## config.mk

```make
export PLATFORM = sky130hd
export DESIGN_NAME = abce_core
export DESIGN_NICKNAME = d
export VERILOG_FILES = /design/src/shared/abce_pkg.sv /design/src/logic/abce_core.sv
export SDC_FILE = /design/constraint.sdc
export NUM_CORES = 1
export LEC_CHECK = 0
export BUFFER_PORTS_ARGS = -buffer_cell sky130_fd_sc_hd__clkbuf_2
export CELL_PAD_IN_SITES_DETAIL_PLACEMENT = 1
export CELL_PAD_IN_SITES_GLOBAL_PLACEMENT = 1
export CORE_ASPECT_RATIO = 1.4
export CORE_MARGIN = 2
export CORE_UTILIZATION = 30
export CTS_BUF_LIST = sky130_fd_sc_hd__clkbuf_8
export CTS_CLUSTER_SIZE = 10
export DETAILED_ROUTE_END_ITERATION = 10
export GPL_TIMING_DRIVEN = 0
export PLACE_DENSITY = 0.8
export SLEW_MARGIN = 20
export SYNTH_ARGS = -nofsm -noshare
export SYNTH_HDL_FRONTEND = slang
export SYNTH_SLANG_ARGS = --single-unit
```

## constraint.sdc

```tcl
create_clock -name core_clk -period 3.12 [get_ports core_clk]
set_clock_uncertainty 0.05 [all_clocks]
set_input_delay 0.312 -clock core_clk [delete_from_list [all_inputs] [get_ports core_clk]]
set_output_delay 0.312 -clock core_clk [all_outputs]
set_load 0.02 [all_outputs]
```

## src/shared/abce_pkg.sv

```systemverilog
// Package for the ALU, bit and call execution block.
// Assumes a single core clock domain and synchronous active-high reset.
package abce_pkg;
    // ========================================================
    // Widths, field positions, reset values and cycle counts
    localparam int DATA_W = 8;
    localparam int ADDR_W = 7;
    localparam int PC_W = 10;
    localparam int HALF_BIT = 4;
    localparam int CARRY_BIT = 8;
    localparam int PAGE_SRC_BIT = 5;
    localparam logic [7:0] WREG_RESET = 8'h00;
    localparam logic [9:0] PC_RESET = 10'h000;
    localparam logic [1:0] CALL_CYCLES = 2'h2;
    localparam logic [1:0] SKIP_CYCLES = 2'h2;
    localparam logic [1:0] ONE_CYCLE = 2'h1;

    // Operation selector
    typedef enum logic [3:0] {
        ABCE_NOP,
        ABCE_ADD_IMM,
        ABCE_ADD_IMM_C,
        ABCE_ADD_REG,
        ABCE_AND_REG,
        ABCE_AND_IMM,
        ABCE_BIT_CLR,
        ABCE_BIT_SET,
        ABCE_SKIP_SET,
        ABCE_CALL
    } abce_op_t;

    // Decoded instruction
    typedef struct packed {
        abce_op_t op;
        logic [7:0] imm;
        logic [6:0] addr;
        logic [2:0] bitpos;
        logic dest;
    } abce_instr_t;

    // Status flags
    typedef struct packed {
        logic carry;
        logic half_carry_flag;
        logic zero;
    } abce_flags_t;
endpackage : abce_pkg

```

## src/logic/abce_core.sv

```systemverilog
// Execution core for add, and, bit clear/set, skip-if-set and short call.
// Assumes decoded instructions and a data register read value on the
// same cycle the instruction is presented; writes are taken by the file.
`timescale 1ns/1ps
`default_nettype none
module abce_core
    import abce_pkg::*;
(
    // Clock and reset
    input wire logic core_clk,
    input wire logic rst,
    // Instruction in
    input wire logic instr_valid,
    input wire abce_instr_t instr,
    input wire logic [PC_W-1:0] pc_now,
    input wire logic [7:0] status_reg,
    // Data register file
    input wire logic [7:0] reg_rdata,
    output logic [6:0] reg_addr,
    output logic [7:0] reg_wdata,
    output logic reg_we,
    // Stack and program counter
    output logic push_en,
    output logic [PC_W-1:0] push_addr,
    output logic pc_load,
    output logic [PC_W-1:0] pc_target,
    // Pipeline control
    output logic discard_prefetch,
    output logic busy,
    // State
    output logic [7:0] working_register,
    output abce_flags_t flags
);
    // ========================================================
    // Arithmetic decode
    wire logic is_add_imm = instr.op == ABCE_ADD_IMM;
    wire logic is_adc = instr.op == ABCE_ADD_IMM_C;
    wire logic is_add_reg = instr.op == ABCE_ADD_REG;
    wire logic is_add = is_add_imm | is_adc | is_add_reg;
    wire logic is_and = (instr.op == ABCE_AND_REG) |
                        (instr.op == ABCE_AND_IMM);
    wire logic go = instr_valid && !busy;
    // Operand B: immediate or data register
    wire logic [7:0] opnd_b = (is_add_reg || instr.op == ABCE_AND_REG) ?
                              reg_rdata : instr.imm;
    wire logic cin = is_adc ? flags.carry : 1'b0;
    // Low nibble sum gives half carry
    wire logic [4:0] low_sum = {1'b0, working_register[3:0]} +
                               {1'b0, opnd_b[3:0]} + {4'h0, cin};
    wire logic [8:0] full_sum = {1'b0, working_register} +
                                {1'b0, opnd_b} + {8'h00, cin};
    wire logic [7:0] and_res = working_register & opnd_b;
    wire logic [7:0] alu_res = is_add ? full_sum[7:0] : and_res;
    // Bit mask for clear/set/test
    wire logic [7:0] bit_mask = 8'h01 << instr.bitpos;
    wire logic [7:0] bit_res = (instr.op == ABCE_BIT_SET) ?
                               (reg_rdata | bit_mask) :
                               (reg_rdata & ~bit_mask);
    wire logic is_bit = (instr.op == ABCE_BIT_SET) |
                        (instr.op == ABCE_BIT_CLR);
    wire logic to_reg = (is_add_reg || instr.op == ABCE_AND_REG) &&
                        instr.dest;
    wire logic skip_hit = (instr.op == ABCE_SKIP_SET) &&
                          ((reg_rdata & bit_mask) != 8'h00);
    wire logic is_call = instr.op == ABCE_CALL;
    // Call target: status bit to PC9, zero PC8, immediate low
    wire logic [PC_W-1:0] call_tgt = {status_reg[PAGE_SRC_BIT], 1'b0,
                                      instr.imm};
    wire logic [PC_W-1:0] ret_addr = pc_now + 10'h001;

    // Second-cycle counter for two-cycle ops
    logic [1:0] stall_cnt;
    // Call and taken skip each load their own extra-cycle count
    wire logic [1:0] next_stall =
        (go && is_call) ? (CALL_CYCLES - ONE_CYCLE) :
        (go && skip_hit) ? (SKIP_CYCLES - ONE_CYCLE) :
        (stall_cnt != 2'h0) ? (stall_cnt - 2'h1) : 2'h0;

    // ========================================================
    // Working register and flags
    always_ff @(posedge core_clk) begin
        if (rst) begin
            working_register <= WREG_RESET;
            flags <= '0;
        end else if (go && (is_add || is_and)) begin
            if (!to_reg) begin
                working_register <= alu_res;
            end
            if (is_add) begin
                flags.carry <= full_sum[CARRY_BIT];
                flags.half_carry_flag <= low_sum[HALF_BIT];
            end
            flags.zero <= alu_res == 8'h00;
        end
    end

    // Register file write and addressing
    always_ff @(posedge core_clk) begin
        if (rst) begin
            reg_we <= 1'b0;
            reg_addr <= '0;
            reg_wdata <= '0;
        end else begin
            reg_we <= go && (to_reg || is_bit);
            reg_addr <= instr.addr;
            reg_wdata <= is_bit ? bit_res : alu_res;
        end
    end

    // Call, skip and stall control
    always_ff @(posedge core_clk) begin
        if (rst) begin
            push_en <= 1'b0;
            push_addr <= PC_RESET;
            pc_load <= 1'b0;
            pc_target <= PC_RESET;
            discard_prefetch <= 1'b0;
            stall_cnt <= 2'h0;
            busy <= 1'b0;
        end else begin
            push_en <= go && is_call;
            push_addr <= ret_addr;
            pc_load <= push_en; // pushed before counter changes
            pc_target <= push_en ? pc_target : call_tgt;
            discard_prefetch <= go && skip_hit;
            stall_cnt <= next_stall;
            busy <= next_stall != 2'h0;
        end
    end

    // ========================================================
    // Checks
    // All properties sample on the core clock; the assertions sleep during reset, the covers do not.
    // Reference results built apart from the adders; chk_sum and chk_and reuse the opnd_b mux
    wire logic [8:0] chk_sum = {1'b0, working_register} + {1'b0, opnd_b};
    wire logic [8:0] chk_adc = {1'b0, working_register} +
                               {1'b0, instr.imm} + {8'h00, flags.carry};
    wire logic [7:0] chk_reg = working_register + reg_rdata;
    wire logic [7:0] chk_and = working_register & opnd_b;

    // Plain immediate add lands in the working register
    add_imm_a: assert property (
        @(posedge core_clk) disable iff (rst)
        go && is_add_imm |=> working_register == $past(chk_sum[DATA_W-1:0]))
        else $error("add result wrong");
    // Carry in joins the sum, carry out lands in the flag
    adc_carry_a: assert property (
        @(posedge core_clk) disable iff (rst)
        go && is_adc |=> flags.carry == $past(chk_adc[CARRY_BIT]) &&
            working_register == $past(chk_adc[DATA_W-1:0]))
        else $error("carry add wrong");
    // Register add into the working register, zero from the sum
    add_reg_a: assert property (
        @(posedge core_clk) disable iff (rst)
        go && is_add_reg && !instr.dest |=>
            working_register == $past(chk_reg) &&
            flags.zero == ($past(chk_reg) == 8'h00))
        else $error("register add wrong");
    // Destination one writes back and spares the working register
    dest_reg_a: assert property (
        @(posedge core_clk) disable iff (rst)
        go && is_add_reg && instr.dest |=> reg_we &&
            reg_wdata == $past(chk_reg) && reg_addr == $past(instr.addr) &&
            $stable(working_register))
        else $error("destination wrong");
    // AND leaves carry and half carry alone
    and_flags_a: assert property (
        @(posedge core_clk) disable iff (rst)
        go && is_and |=> $stable(flags.carry) &&
            $stable(flags.half_carry_flag))
        else $error("and flags wrong");
    // AND sets zero from its own result
    and_zero_a: assert property (
        @(posedge core_clk) disable iff (rst)
        go && is_and |=> flags.zero == ($past(chk_and) == 8'h00))
        else $error("and zero wrong");
    // Immediate AND lands in the working register
    and_imm_a: assert property (
        @(posedge core_clk) disable iff (rst)
        go && instr.op == ABCE_AND_IMM |=>
            working_register == $past(working_register & instr.imm))
        else $error("and immediate wrong");
    // Bit clear touches only the chosen bit, flags held
    bit_clr_a: assert property (
        @(posedge core_clk) disable iff (rst)
        go && instr.op == ABCE_BIT_CLR |=> reg_we &&
            reg_wdata == ($past(reg_rdata) & ~$past(bit_mask)) &&
            $stable(flags))
        else $error("bit clear wrong");
    // Bit set touches only the chosen bit, flags held
    bit_set_a: assert property (
        @(posedge core_clk) disable iff (rst)
        go && instr.op == ABCE_BIT_SET |=> reg_we &&
            reg_wdata == ($past(reg_rdata) | $past(bit_mask)) &&
            $stable(flags))
        else $error("bit set wrong");
    // Taken skip drops the prefetch and stalls exactly one cycle
    skip_two_a: assert property (
        @(posedge core_clk) disable iff (rst)
        go && skip_hit |=> discard_prefetch && busy && $stable(flags)
            ##1 !busy)
        else $error("skip timing wrong");
    // Push comes first, the counter loads a cycle later
    call_order_a: assert property (
        @(posedge core_clk) disable iff (rst)
        go && is_call |=> push_en && !pc_load && $stable(flags) &&
            push_addr == $past(pc_now) + 10'h001 ##1 pc_load && !busy)
        else $error("call order wrong");
    // Call target from the status page bit and the immediate
    call_tgt_a: assert property (
        @(posedge core_clk) disable iff (rst)
        go && is_call |=> ##1 pc_target ==
            {$past(status_reg[PAGE_SRC_BIT], 2), 1'b0, $past(instr.imm, 2)})
        else $error("call target wrong");
    // Half carry follows the low nibble carry on every add
    half_carry_a: assert property (
        @(posedge core_clk) disable iff (rst)
        go && is_add |=> flags.half_carry_flag == $past(low_sum[HALF_BIT]))
        else $error("half carry wrong");

    // Main scenarios worth seeing at least once
    add_c: cover property (@(posedge core_clk) go && is_adc && flags.carry);
    skip_c: cover property (@(posedge core_clk) go && skip_hit);
    call_c: cover property (@(posedge core_clk) pc_load);
    bset_c: cover property (@(posedge core_clk) go && is_bit);
    wback_c: cover property (@(posedge core_clk) go && to_reg);
endmodule : abce_core
`default_nettype wire

```

# After elaboration in Yosys (flattened, before gate mapping)
# Index checks and enable logic that the tools add are counted.
# word_totals
register_bits,52
inputBits,52
# classes
add_sub_neg,6
n_eq_ne,9
shifts,1
n_mux,8
n_bitwise,10
n_reduce_logical,17
# op_table
op,n
$mux 8,4
$and 8x8->8,3
$eq 4x3->1 const B,4
$add 10x1->10 const B,1
$add 8x8->9,1
$add 9x1->9,1
$eq 4x2->1 const B,2
$eq 4x4->1 const B,2
$logic_not 8->1,1
$not 8->8,1
$or 8x8->8,1
$reduce_bool 8->1,1
$shl 1x3->8 const A,1
$logic_and 1x1->1,7
$mux 2,3
$add 4x4->5,1
$add 5x1->5,1
$eq 4x1->1 const B,1
$or 1x1->1,4
$reduce_and 2->1,2
$reduce_bool 2->1,2
$logic_or 1x1->1,3
$sub 2x1->2 const B,1
$logic_not 1->1,1
other kinds (2),2

# Depth between registers and ports, before layout
# Gate-level depths: netlist (run 1).
# logic_depth
word_depth,8
depth_mapped,14

# Worst setup path before layout (run 1)
# No wires, ideal clock.
# synth_timing
path_kind,input-to-reg
startpoint,input port instr[21] in the netlist's numbering
endpoint,register flags[0] in the netlist's numbering
arrival_ns,2.947
slack_ns,0.022
path_stages,13
path_buffers,1
path_cell_list,buf_6 > nand3b_1 > a21oi_2 > mux2_2 > inv_1 > fa_1 > inv_1 > fa_1 > a21o_1 > a21oi_1 > xor2_1 > o21ai_0 > o41ai_1
# synth_via
elab_chain_len,7
word_cells_on_any_way,18
cone_classes,add/sub: 2; eq/ne: 5; mux: 3; bitwise: 4; reduce/logical: 4
# synth_lines
item,line_no,text
from (decl),abce_core.sv:14,"input wire abce_instr_t instr,"
$eq 4x2->1 / $eq 4x3->1 (equally long branches),"abce_core.sv:38, abce_core.sv:40, abce_core.sv:44",
$logic_or 1x1->1,abce_core.sv:44,wire logic [7:0] opnd_b = (is_add_reg || instr.op == ABCE_AND_REG) ?
$mux 8,abce_core.sv:44,
$add 8x8->9,-,
$add 9x1->9,abce_core.sv:51,"{1'b0, opnd_b} + {8'h00, cin};"
$mux 8,abce_core.sv:53,wire logic [7:0] alu_res = is_add ? full_sum[7:0] : and_res;
$logic_not 8->1,abce_core.sv:93,flags.zero <= alu_res == 8'h00;
to (decl),abce_core.sv:32,output abce_flags_t flags
# Parallel ways exist; a longest one is shown, timed or not.
# A chain may end at the register's enable or synchronous reset.

# Worst setup path in the final report (run 1)
# layout_timing
startpoint,input port instr[20] in the netlist's numbering
endpoint,register reg_wdata[6]
# layout_via
elab_chain_len,7
word_cells_on_any_way,18
cone_classes,add/sub: 2; eq/ne: 6; mux: 5; bitwise: 4; reduce/logical: 1
# layout_lines
item,line_no,text
$eq 4x2->1 / $eq 4x3->1 (equally long branches),"abce_core.sv:38, abce_core.sv:44",
$logic_or 1x1->1,abce_core.sv:44,
$mux 8,abce_core.sv:44,
$add 8x8->9,-,
$add 9x1->9,abce_core.sv:51,
$mux 8,abce_core.sv:53,
$mux 8 *,abce_core.sv:106,reg_wdata <= is_bit ? bit_res : alu_res;
to (signal assigned),abce_core.sv:106,
to (decl),abce_core.sv:20,"output logic [7:0] reg_wdata,"
# Mark *: on every way between the ends. The rest lies on a longest branch, timed or not.

==> results of run 1 <==
-- cell usage in the layout, fill, tap and decap left out, types with 2 or more instances in the layout --
master / Yosys / layout
xnor2_1: 3 / 3
nand2b_1: 3 / 3
clkbuf_1: 11 / 11
a21oi_1: 10 / 9
dfxtp_1: 52 / 52
and2_1: 3 / 3
clkbuf_2: 0 / 92
nor2_1: 45 / 44
buf_4: 1 / 2
nand3b_1: 4 / 4
nand2_1: 9 / 9
mux2_2: 14 / 14
o21ai_0: 4 / 3
nor2b_1: 15 / 15
ha_1: 9 / 9
buf_2: 2 / 2
nand3_1: 10 / 10
a211oi_1: 12 / 10
xor2_1: 7 / 7
and3_1: 6 / 6
o21a_1: 3 / 3
a21oi_2: 2 / 2
mux2i_1: 16 / 16
nor3_1: 10 / 10
fa_1: 2 / 2
clkbuf_8: 0 / 5
or2_2: 2 / 2
a22oi_1: 3 / 3
nor3b_1: 3 / 3
inv_1: 6 / 6
a211oi_2: 2 / 4
-- cells by family after synthesis --
| family | Yosys count | synth area share |
|---|---|---|
| other | 1 | 0.00141 |
| xor gates and xnor gates | 10 | 0.0329 |
| muxes | 30 | 0.119 |
| buffers and inverters | 21 | 0.0348 |
| AOI/OAI and AO/OA | 49 | 0.135 |
| adders and majority gates | 11 | 0.0574 |
| and+or+nand+nor | 119 | 0.228 |
| DFF | 52 | 0.391 |
-- path summary, 6_finish.rpt --
kind / cells past startpoint / end
worst max-delay path: 15 / reg_wdata[6]$_SDFF_PP0_
worst min-delay path: 2 / push_addr[0]$_SDFF_PP0_
worst max register to register: 10 / reg_wdata[6]$_SDFF_PP0_
worst min register to register: 2 / busy$_SDFF_PP0_
-- layer usage --
layer | vias up | GRT usage | part of all wire
met1 | 1197 | 0.201 | 0.42
met4 | 0 | 0.0892 | 0.043
met5 | - | 0 | 0
met2 | 76 | 0.281 | 0.49
li1 | 1231 | - | -
met3 | 20 | 0.0321 | 0.042
-- through the flow --
stage / area [µm²] / util / cells
2_1_floorplan: 2660 / - / 293
3_3_place_gp: 3250 / 0.378 / 490
3_5_place_dp: 3250 / 0.378 / 490
4_1_cts: 3360 / 0.390 / 499
5_1_grt: 3400 / 0.395 / 499
6_report: 3400 / 0.395 / 499
-- where the power goes --
part | total [µW] | internal (µW) | switching, µW | leakage [µW]
registers | 712 | 697 | 15.4 | 0.000428
clock network | 406 | 161 | 244 | 0.0000485
logic | 321 | 127 | 194 | 0.00101
-- registers in the layout (all words and copies together) (netlist names) --
name              flops
busy                  1
discard_prefetch      1
flags                 3
pc_load               1
pc_target             9
push_addr            10
push_en               1
reg_addr              7
reg_wdata             8
reg_we                1
stall_cnt             2
working_register      8
-- area by class of cell --
| type | instances | area [µm²] |
|---|---|---|
| clock buffers | 5 | 68.8 |
| plain buffers | 15 | 70.1 |
| fillers | 1074 | 5210 |
| flip-flops and latches | 52 | 1040 |
| well taps | 105 | 131 |
| repair buffers | 93 | 468 |
| clock inverters | 3 | 22.5 |
| multi-input cells | 220 | 1580 |
| inverters | 6 | 22.5 |
-- timing repair --
| action | in CTS | in global routing |
|---|---|---|
| pin swaps | 1 | 0 |
| resized for setup | 2 | 8 |
| endpoints found under the setup margin | 10 | 11 |
| gates cloned | 0 | 0 |
| buffers inserted | 1 | 0 |
-- critical path: cells and delay by family --
kind                     cells  cell delay [ps]
AND/OR/NAND/NOR              3              410
multiplexers                 1              380
buffers and inverters        3              280
AO/OA/AOI/OAI                6             1140
adder cells (fa/ha/maj)      2              610
==> results.toml, run 1 <==
[run_status]
outcome = "completed"

[hold_path]
hp-class = "input pin to register"
worstHoldStart = "pc_now[0]"

[clocking]
htreeDepth = 2
clkTransAtPathRegs_ps = 100
ctsHoldBuffers = 0
cts_tree = "yes"
clk_path_buf_depth = 2
cts-root-buf = "clkbuf_8"
clk_latency_ps = 320
cts.sinks = 52
numCtsBuffers = 5

[logic_synthesis]
synth_edf_count = 0
yosysMostFrequentCell = "dfxtp_1"
synthesis.area_um2 = 2660
synth_cells = 293
yosys-top-cells-area = "dfxtp_1, nor2_1, mux2i_1"
synth-seq-cells = 52
ys.flop_type = "dfxtp_1"
yosysUniqueCellTypes = 52
synth_nets = 356
async_flop_share = 0
synthTopCellsByCount = "dfxtp_1, nor2_1, mux2i_1"
ys_warn_count = 0
synth_top_area_frac = 0.391
ys_seq_area_frac = 0.391
synth_top_cell_by_area = "dfxtp_1"
syn_area_per_cell_um2 = 9.08

[sta]
fin_setup_tns_ps = 0
fin_ws_ps = 163
min_period_ps = 2960
setup_viol = 0
hold_slack_ps = 126
fmax_mhz = 338
rsz0062_at_grt = "false"
slew_headroom = 0.550
finalHoldViolCount = 0
tightest_slew_ps = 672
slew_viol_final = 0
post-route-period-util = 0.948

[drt]
remaining_drc_errors = 0
drt_wl_total_mm = 8.17
wire_per_inst_um = 16.4
vias_per_cell = 5.06
vias = 2524
first_pass_iters = 4
drt_iter0_markers = 81
final_antenna_net_count = 0

[critical_path]
startpoint = "instr[20]"
start_kind = "input pin"
crit_type = "input pin to register"
ff2ff_setup_slack_ps = 640
crit_slowest_cell = "fa_1"
worstPathRequired_ps = 3300
cpPeakStageDelay_ps = 410
crit_fanout = 6
path_cells = "clkbuf_2 > nor2_4 > nand2_1 > a21oi_4 > mux2_2 > inv_1 > fa_1 > inv_1 > fa_1 > a21o_1 > o2bb2ai_1 > o21a_1 > nor3_1 > a21oi_1 > a211oi_2"
cp_data_arrival_time_ps = 3140
end_kind = "register"
r2r_start = "working_register[0]$_SDFFE_PP0P_"

[cells_and_area]
area_growth_pct = 27.7
n_antenna_cell = 0
drive_gt1_frac = 0.338
nets = 456

[global_routing]
first_global_vias = 2501
antenna_found_initial = 0
overflow = 0
grt_use_total = 0.167
grt_max_degree = 18
grt_pass1_wl_mm = 12.5

[placement]
place.gp.congestion = 0.822
place_ws_ps = -667
dpl.hpwl_mm = 6.66
io_buffer_count = 92

[pwr]
p_leak_uw = 0.00149
total_power_uw = 1440
power.density_nw_per_um2 = 423
vdd_drop_max_mv = 0.194

[floorplanning]
boundaryPins = 103
die_h_um = 115
die_area_um2 = 9650
core_area_um2 = 8610
rows = 40
floorplan.initialDensity = 0.309
dieWidth_um = 83.6

[flow_run]
drv_cap = 0
Power figures use the tool's default switching activity.
==> inputs of run 2 (changes only) <==
==> constraint.sdc (replaced) <==
create_clock -name core_clk -period 2.5 [get_ports core_clk]
set_clock_uncertainty 0.05 [all_clocks]
set_input_delay 0.25 -clock core_clk [delete_from_list [all_inputs] [get_ports core_clk]]
set_output_delay 0.25 -clock core_clk [all_outputs]
set_load 0.02 [all_outputs]
==> results.toml, run 2 (synthesis results as in run 1) <==
[sta]
finalHoldViolCount = 0
slew_headroom = 0.488
fin_ws_ps = -246
post-route-period-util = 1.10
min_period_ps = 2750
setup_viol = 11
slew_viol_final = 0
fmax_mhz = 364
tightest_slew_ps = 765
rsz0062_at_grt = "true"

[clocking]
htreeDepth = 2
cts-root-buf = "clkbuf_8"
numCtsBuffers = 5
clkTransAtPathRegs_ps = 90
cts.sinks = 52
cts_tree = "yes"
clk_path_buf_depth = 2
ctsHoldBuffers = 0
clk_latency_ps = 320

[global_routing]
antenna_found_initial = 0
first_global_vias = 2750
top_usage_layer = "met2"
met1_usage = 0.211
grt_use_total = 0.184
grt_max_degree = 17
overflow = 0
met3_usage = 0.0342
use_met2 = 0.333
grt_pass1_wl_mm = 14.0

[cells_and_area]
n_antenna_cell = 0
stdcell_count = 516
final_common_cell = "clkbuf_2"
reg_top3 = "push_addr (10), pc_target (9)"
largest_register_ffs = 10
seq_area_um2 = 1040
multi_input_area_um2 = 1810
largest-register = "push_addr"
drive_gt1_frac = 0.428
area_growth_pct = 44.1
nets = 473
fillCellCount = 1038
final_cell_mix = "clkbuf_2, dfxtp_1, nor2_1"

[floorplanning]
die_area_um2 = 9650
die_h_um = 115
rows = 40
boundaryPins = 103
floorplan.initialDensity = 0.309
core_area_um2 = 8610
dieWidth_um = 83.6

[critical_path]
r2r_start = "working_register[0]$_SDFFE_PP0P_"
end_kind = "register"
path_cells = "buf_8 > nand3b_1 > a21oi_4 > mux2_4 > inv_2 > fa_2 > inv_2 > fa_2 > a21o_4 > o2bb2ai_4 > o21a_1 > nor3_2 > a21oi_2 > a211oi_1"
crit_fanout = 6
worstPathRequired_ps = 2680
cp_data_arrival_time_ps = 2920
crit_slowest_cell = "fa_2"
ff2ff_setup_slack_ps = 20
cpPeakStageDelay_ps = 350
start_kind = "input pin"
crit_type = "input pin to register"
r2r_end = "reg_wdata[5]$_SDFF_PP0_"
rr_worst_depth = 9

[placement]
io_buffer_count = 92
place_ws_ps = -871
dp_cells = 490
place.gp.congestion = 0.881
dpl.hpwl_mm = 6.78

[pwr]
power.density_nw_per_um2 = 522
vdd_drop_max_mv = 0.326
total_power_uw = 2000
p_leak_uw = 0.00165

[drt]
remaining_drc_errors = 0
first_pass_iters = 4
vias = 2630
vias_per_cell = 5.10
final_antenna_net_count = 0
drt_wl_total_mm = 9.28
wire_per_inst_um = 18.0
drt_iter0_markers = 135

[flow_run]
drv_cap = 0

[hold_path]
whs_path_depth = 2
hp-class = "input pin to register"
worstHoldStart = "pc_now[0]"
holdPathEnd = "push_addr[0]$_SDFF_PP0_"

[run_status]
violations = "negative setup slack"
outcome = "complete, but fails checks"
## run 2: cell types whose count changed in the layout (fill, tap and decap cells not counted), moves of 3 or more
cell	change
mux2_4	+6
ha_1	-6
buf_4	+13
nor3_1	-3
mux2_2	-6
ha_4	+6
buf_6	+3
## run 2: worst max path at each step
stage	slack [ps]	from	to	cells past startpoint
floorplan	-310	instr[21]	flags[0]$_SDFFE_PP0P_	13
CTS	-240	instr[21]	reg_wdata[6]$_SDFF_PP0_	14
global route	-330	instr[21]	reg_wdata[6]$_SDFF_PP0_	14
detailed placement	-870	instr[19]	flags[0]$_SDFFE_PP0P_	14
global placement	-730	instr[20]	flags[0]$_SDFFE_PP0P_	14
finish	-250	instr[21]	working_register[6]$_SDFFE_PP0P_	14
## run 2: stage by stage
step / setup TNS [ps] / util / instance area (µm²) / hold WS (ps)
2_1_floorplan: -2680 / - / 2700 / 272
3_3_place_gp: -9080 / 0.382 / 3290 / 402
3_5_place_dp: -11100 / 0.382 / 3290 / 403
4_1_cts: -1250 / 0.425 / 3650 / 59.7
5_1_grt: -3130 / 0.445 / 3830 / 66.9
6_report: -2040 / 0.445 / 3830 / 70.5
## run 2: repair_timing
item | 4_1_cts | 5_1_grt
resized for setup | 23 | 31
buffers inserted | 14 | 5
pin swaps | 13 | 16
setup endpoints to repair | 16 | 12
## run 2: final cells by class
class,instances,area share
Multi-Input combinational cell,220,0.473
Sequential cell,52,0.271
Timing Repair Buffer,110,0.164
Tap cell,105,0.0343
Clock buffer,6,0.0215
Buffer,15,0.0192
Clock inverter,2,0.0101
Inverter,6,0.00587
## run 2: report_power, final
group          internal (µW)  switching, µW  total [µW]
logic                    215            279         495
registers                870           20.5         890
clock network            328            291         619
## run 2: critical path: cells and delay by family
family	cells	cell delay (ps)
buffers and inverters	3	210
adders and majority gates	2	550
and+or+nand+nor	2	360
muxes	1	340
AOI/OAI and AO/OA	6	1200
## run 2: metal layers
metal	part of all wire	routed length (µm)
met4	0.036	336
met5	0	0
met1	0.40	3670
met3	0.045	417
met2	0.52	4860
==> inputs of run 3 (changes only) <==
==> constraint.sdc (replaced) <==
create_clock -name core_clk -period 2.27 [get_ports core_clk]
set_clock_uncertainty 0.05 [all_clocks]
set_input_delay 0.227 -clock core_clk [delete_from_list [all_inputs] [get_ports core_clk]]
set_output_delay 0.227 -clock core_clk [all_outputs]
set_load 0.02 [all_outputs]
==> results.toml, run 3 (synthesis results as in run 1) <==
[cells_and_area]
final_cell_mix = "clkbuf_2, dfxtp_1, nor2_1"
nets = 473
n_antenna_cell = 0
drive_gt1_frac = 0.433
final_common_cell = "clkbuf_2"
largest-register = "push_addr"
reg_top3 = "push_addr (10), pc_target (9)"
fillCellCount = 1054
largest_register_ffs = 10
area_growth_pct = 44.5
utilization = 0.447
final_cell_area_um2 = 3840

[pwr]
vdd_drop_max_mv = 0.327
p_leak_uw = 0.00164
power.density_nw_per_um2 = 543

[flow_run]
drv_cap = 0

[drt]
wire_per_inst_um = 18.5
final_antenna_net_count = 0
drt_wl_total_mm = 9.54
drt_iter0_markers = 145
vias = 2678
remaining_drc_errors = 0
first_pass_iters = 4
vias_per_cell = 5.19

[sta]
rsz0062_at_grt = "true"
slew_headroom = 0.408
min_period_ps = 2710
post-route-period-util = 1.20
fmax_mhz = 369
fin_ws_ps = -443
finalHoldViolCount = 0
tightest_slew_ps = 885
setup_viol = 15
slew_viol_final = 0
hold_slack_ps = 37.8

[floorplanning]
rows = 40
die_h_um = 115
floorplan.initialDensity = 0.309
boundaryPins = 103
die_area_um2 = 9650
core_area_um2 = 8610
dieWidth_um = 83.6

[hold_path]
whs_path_depth = 2
hp-class = "input pin to register"
holdPathEnd = "push_addr[0]$_SDFF_PP0_"
worstHoldStart = "pc_now[0]"

[placement]
placed_cell_area_um2 = 3290
place.gp.congestion = 0.846
place_ws_ps = -1070
dpl.hpwl_mm = 6.82
io_buffer_count = 92

[global_routing]
first_global_vias = 2769
grt_use_total = 0.187
grt_pass1_wl_mm = 14.1
grt_max_degree = 17
antenna_found_initial = 0
overflow = 0

[critical_path]
path_buf_inv = 4
ff2ff_setup_slack_ps = -160
crit_type = "input pin to register"
cpPeakStageDelay_ps = 350
cp_data_arrival_time_ps = 2900
end_kind = "register"
crit_fanout = 4
rr_worst_depth = 9
start_kind = "input pin"
path_cells = "buf_12 > nand3b_1 > a21oi_4 > buf_12 > mux2_4 > inv_2 > fa_2 > inv_2 > fa_2 > a21o_1 > o2bb2ai_4 > o21a_1 > nor3_2 > a21oi_2 > a211oi_2"
crit_slowest_cell = "fa_2"
r2r_end = "working_register[5]$_SDFFE_PP0P_"
cp_top_family = "compound AO/OA/AOI/OAI gates"
r2r_start = "flags[2]$_SDFFE_PP0P_"
cp.depth = 15
worstPathRequired_ps = 2460

[clocking]
clk_path_buf_depth = 2
cts-root-buf = "clkbuf_8"
ctsHoldBuffers = 0
htreeDepth = 2
cts.sinks = 52
clk_latency_ps = 320
clkTransAtPathRegs_ps = 100
numCtsBuffers = 5
cts_tree = "yes"

[run_status]
violations = "negative setup slack"
outcome = "complete, but fails checks"
## run 3: cell types whose count changed in the layout (fill, tap and decap cells not counted), sizes merged
cell / delta
buf: -2
bufbuf: +1
bufinv: -1
clkinvlp: +1
inv: +1
## run 3: area by class of cell
| cell class | instances | area, µm² | area share |
|---|---|---|---|
| Buffer | 15 | 78.8 | 0.0205 |
| Clock buffer | 5 | 68.8 | 0.0179 |
| Clock inverter | 3 | 20.0 | 0.00521 |
| Inverter | 6 | 22.5 | 0.00586 |
| Multi-Input combinational cell | 220 | 1800 | 0.469 |
| Sequential cell | 52 | 1040 | 0.271 |
| Tap cell | 105 | 131 | 0.0342 |
| Timing Repair Buffer | 110 | 681 | 0.177 |
## run 3: repair_timing
| item | in CTS | in global routing |
|---|---|---|
| pin swaps | 10 | 9 |
| setup buffers | 9 | 8 |
| setup endpoints to repair | 18 | 17 |
| cloned | 1 | 0 |
| endpoints found under the hold margin | 0 | 0 |
| gates resized for setup | 31 | 22 |
## run 3: power by group
| group | switching, µW | total [µW] | internal [µW] | leakage, µW |
|---|---|---|---|---|
| sequential | 24.2 | 982 | 958 | 0.000428 |
| clock | 335 | 551 | 216 | 0.0000455 |
| combinational | 309 | 553 | 243 | 0.00117 |
## run 3: worst max path at each step
stage          slack [ps]  startpoint                                to
3_5_place_dp        -1070   instr[20]             flags[0]$_SDFFE_PP0P_
3_3_place_gp         -940   instr[20]             flags[0]$_SDFFE_PP0P_
4_1_cts              -360   instr[20]           reg_wdata[6]$_SDFF_PP0_
2_1_floorplan        -520   instr[21]             flags[0]$_SDFFE_PP0P_
5_1_grt              -540   instr[19]  working_register[4]$_SDFFE_PP0P_
6_report             -440   instr[21]           reg_wdata[6]$_SDFF_PP0_
## run 3: through the flow
| step | instances | setup TNS (ps) | power (µW) |
|---|---|---|---|
| detailed placement | 490 | -14880 | 1440 |
| global placement | 490 | -13010 | 1420 |
| global route | 516 | -6230 | 2170 |
| floorplan | 293 | -5870 | 1270 |
| CTS | 508 | -3520 | 2050 |
| finish | 516 | -4680 | 2090 |
## run 3: routing by layer
metal,track usage,routed length (µm),share of wire,up-vias
met5,0,0,0,-
met4,0.0806,234,0.025,0
met3,0.0285,392,0.041,16
met2,0.346,5130,0.54,80
met1,0.213,3780,0.40,1314
li1,-,-,-,1268
## run 3: worst reg2reg max path: stages, from the launching register on
cell	delay, ps
dfxtp_1	390
nand3_1	130
fa_2	400
buf_4	160
nor2b_4	150
o221ai_4	160
or4b_4	520
nand3_4	110
a21oi_2	60
a211oi_2	210
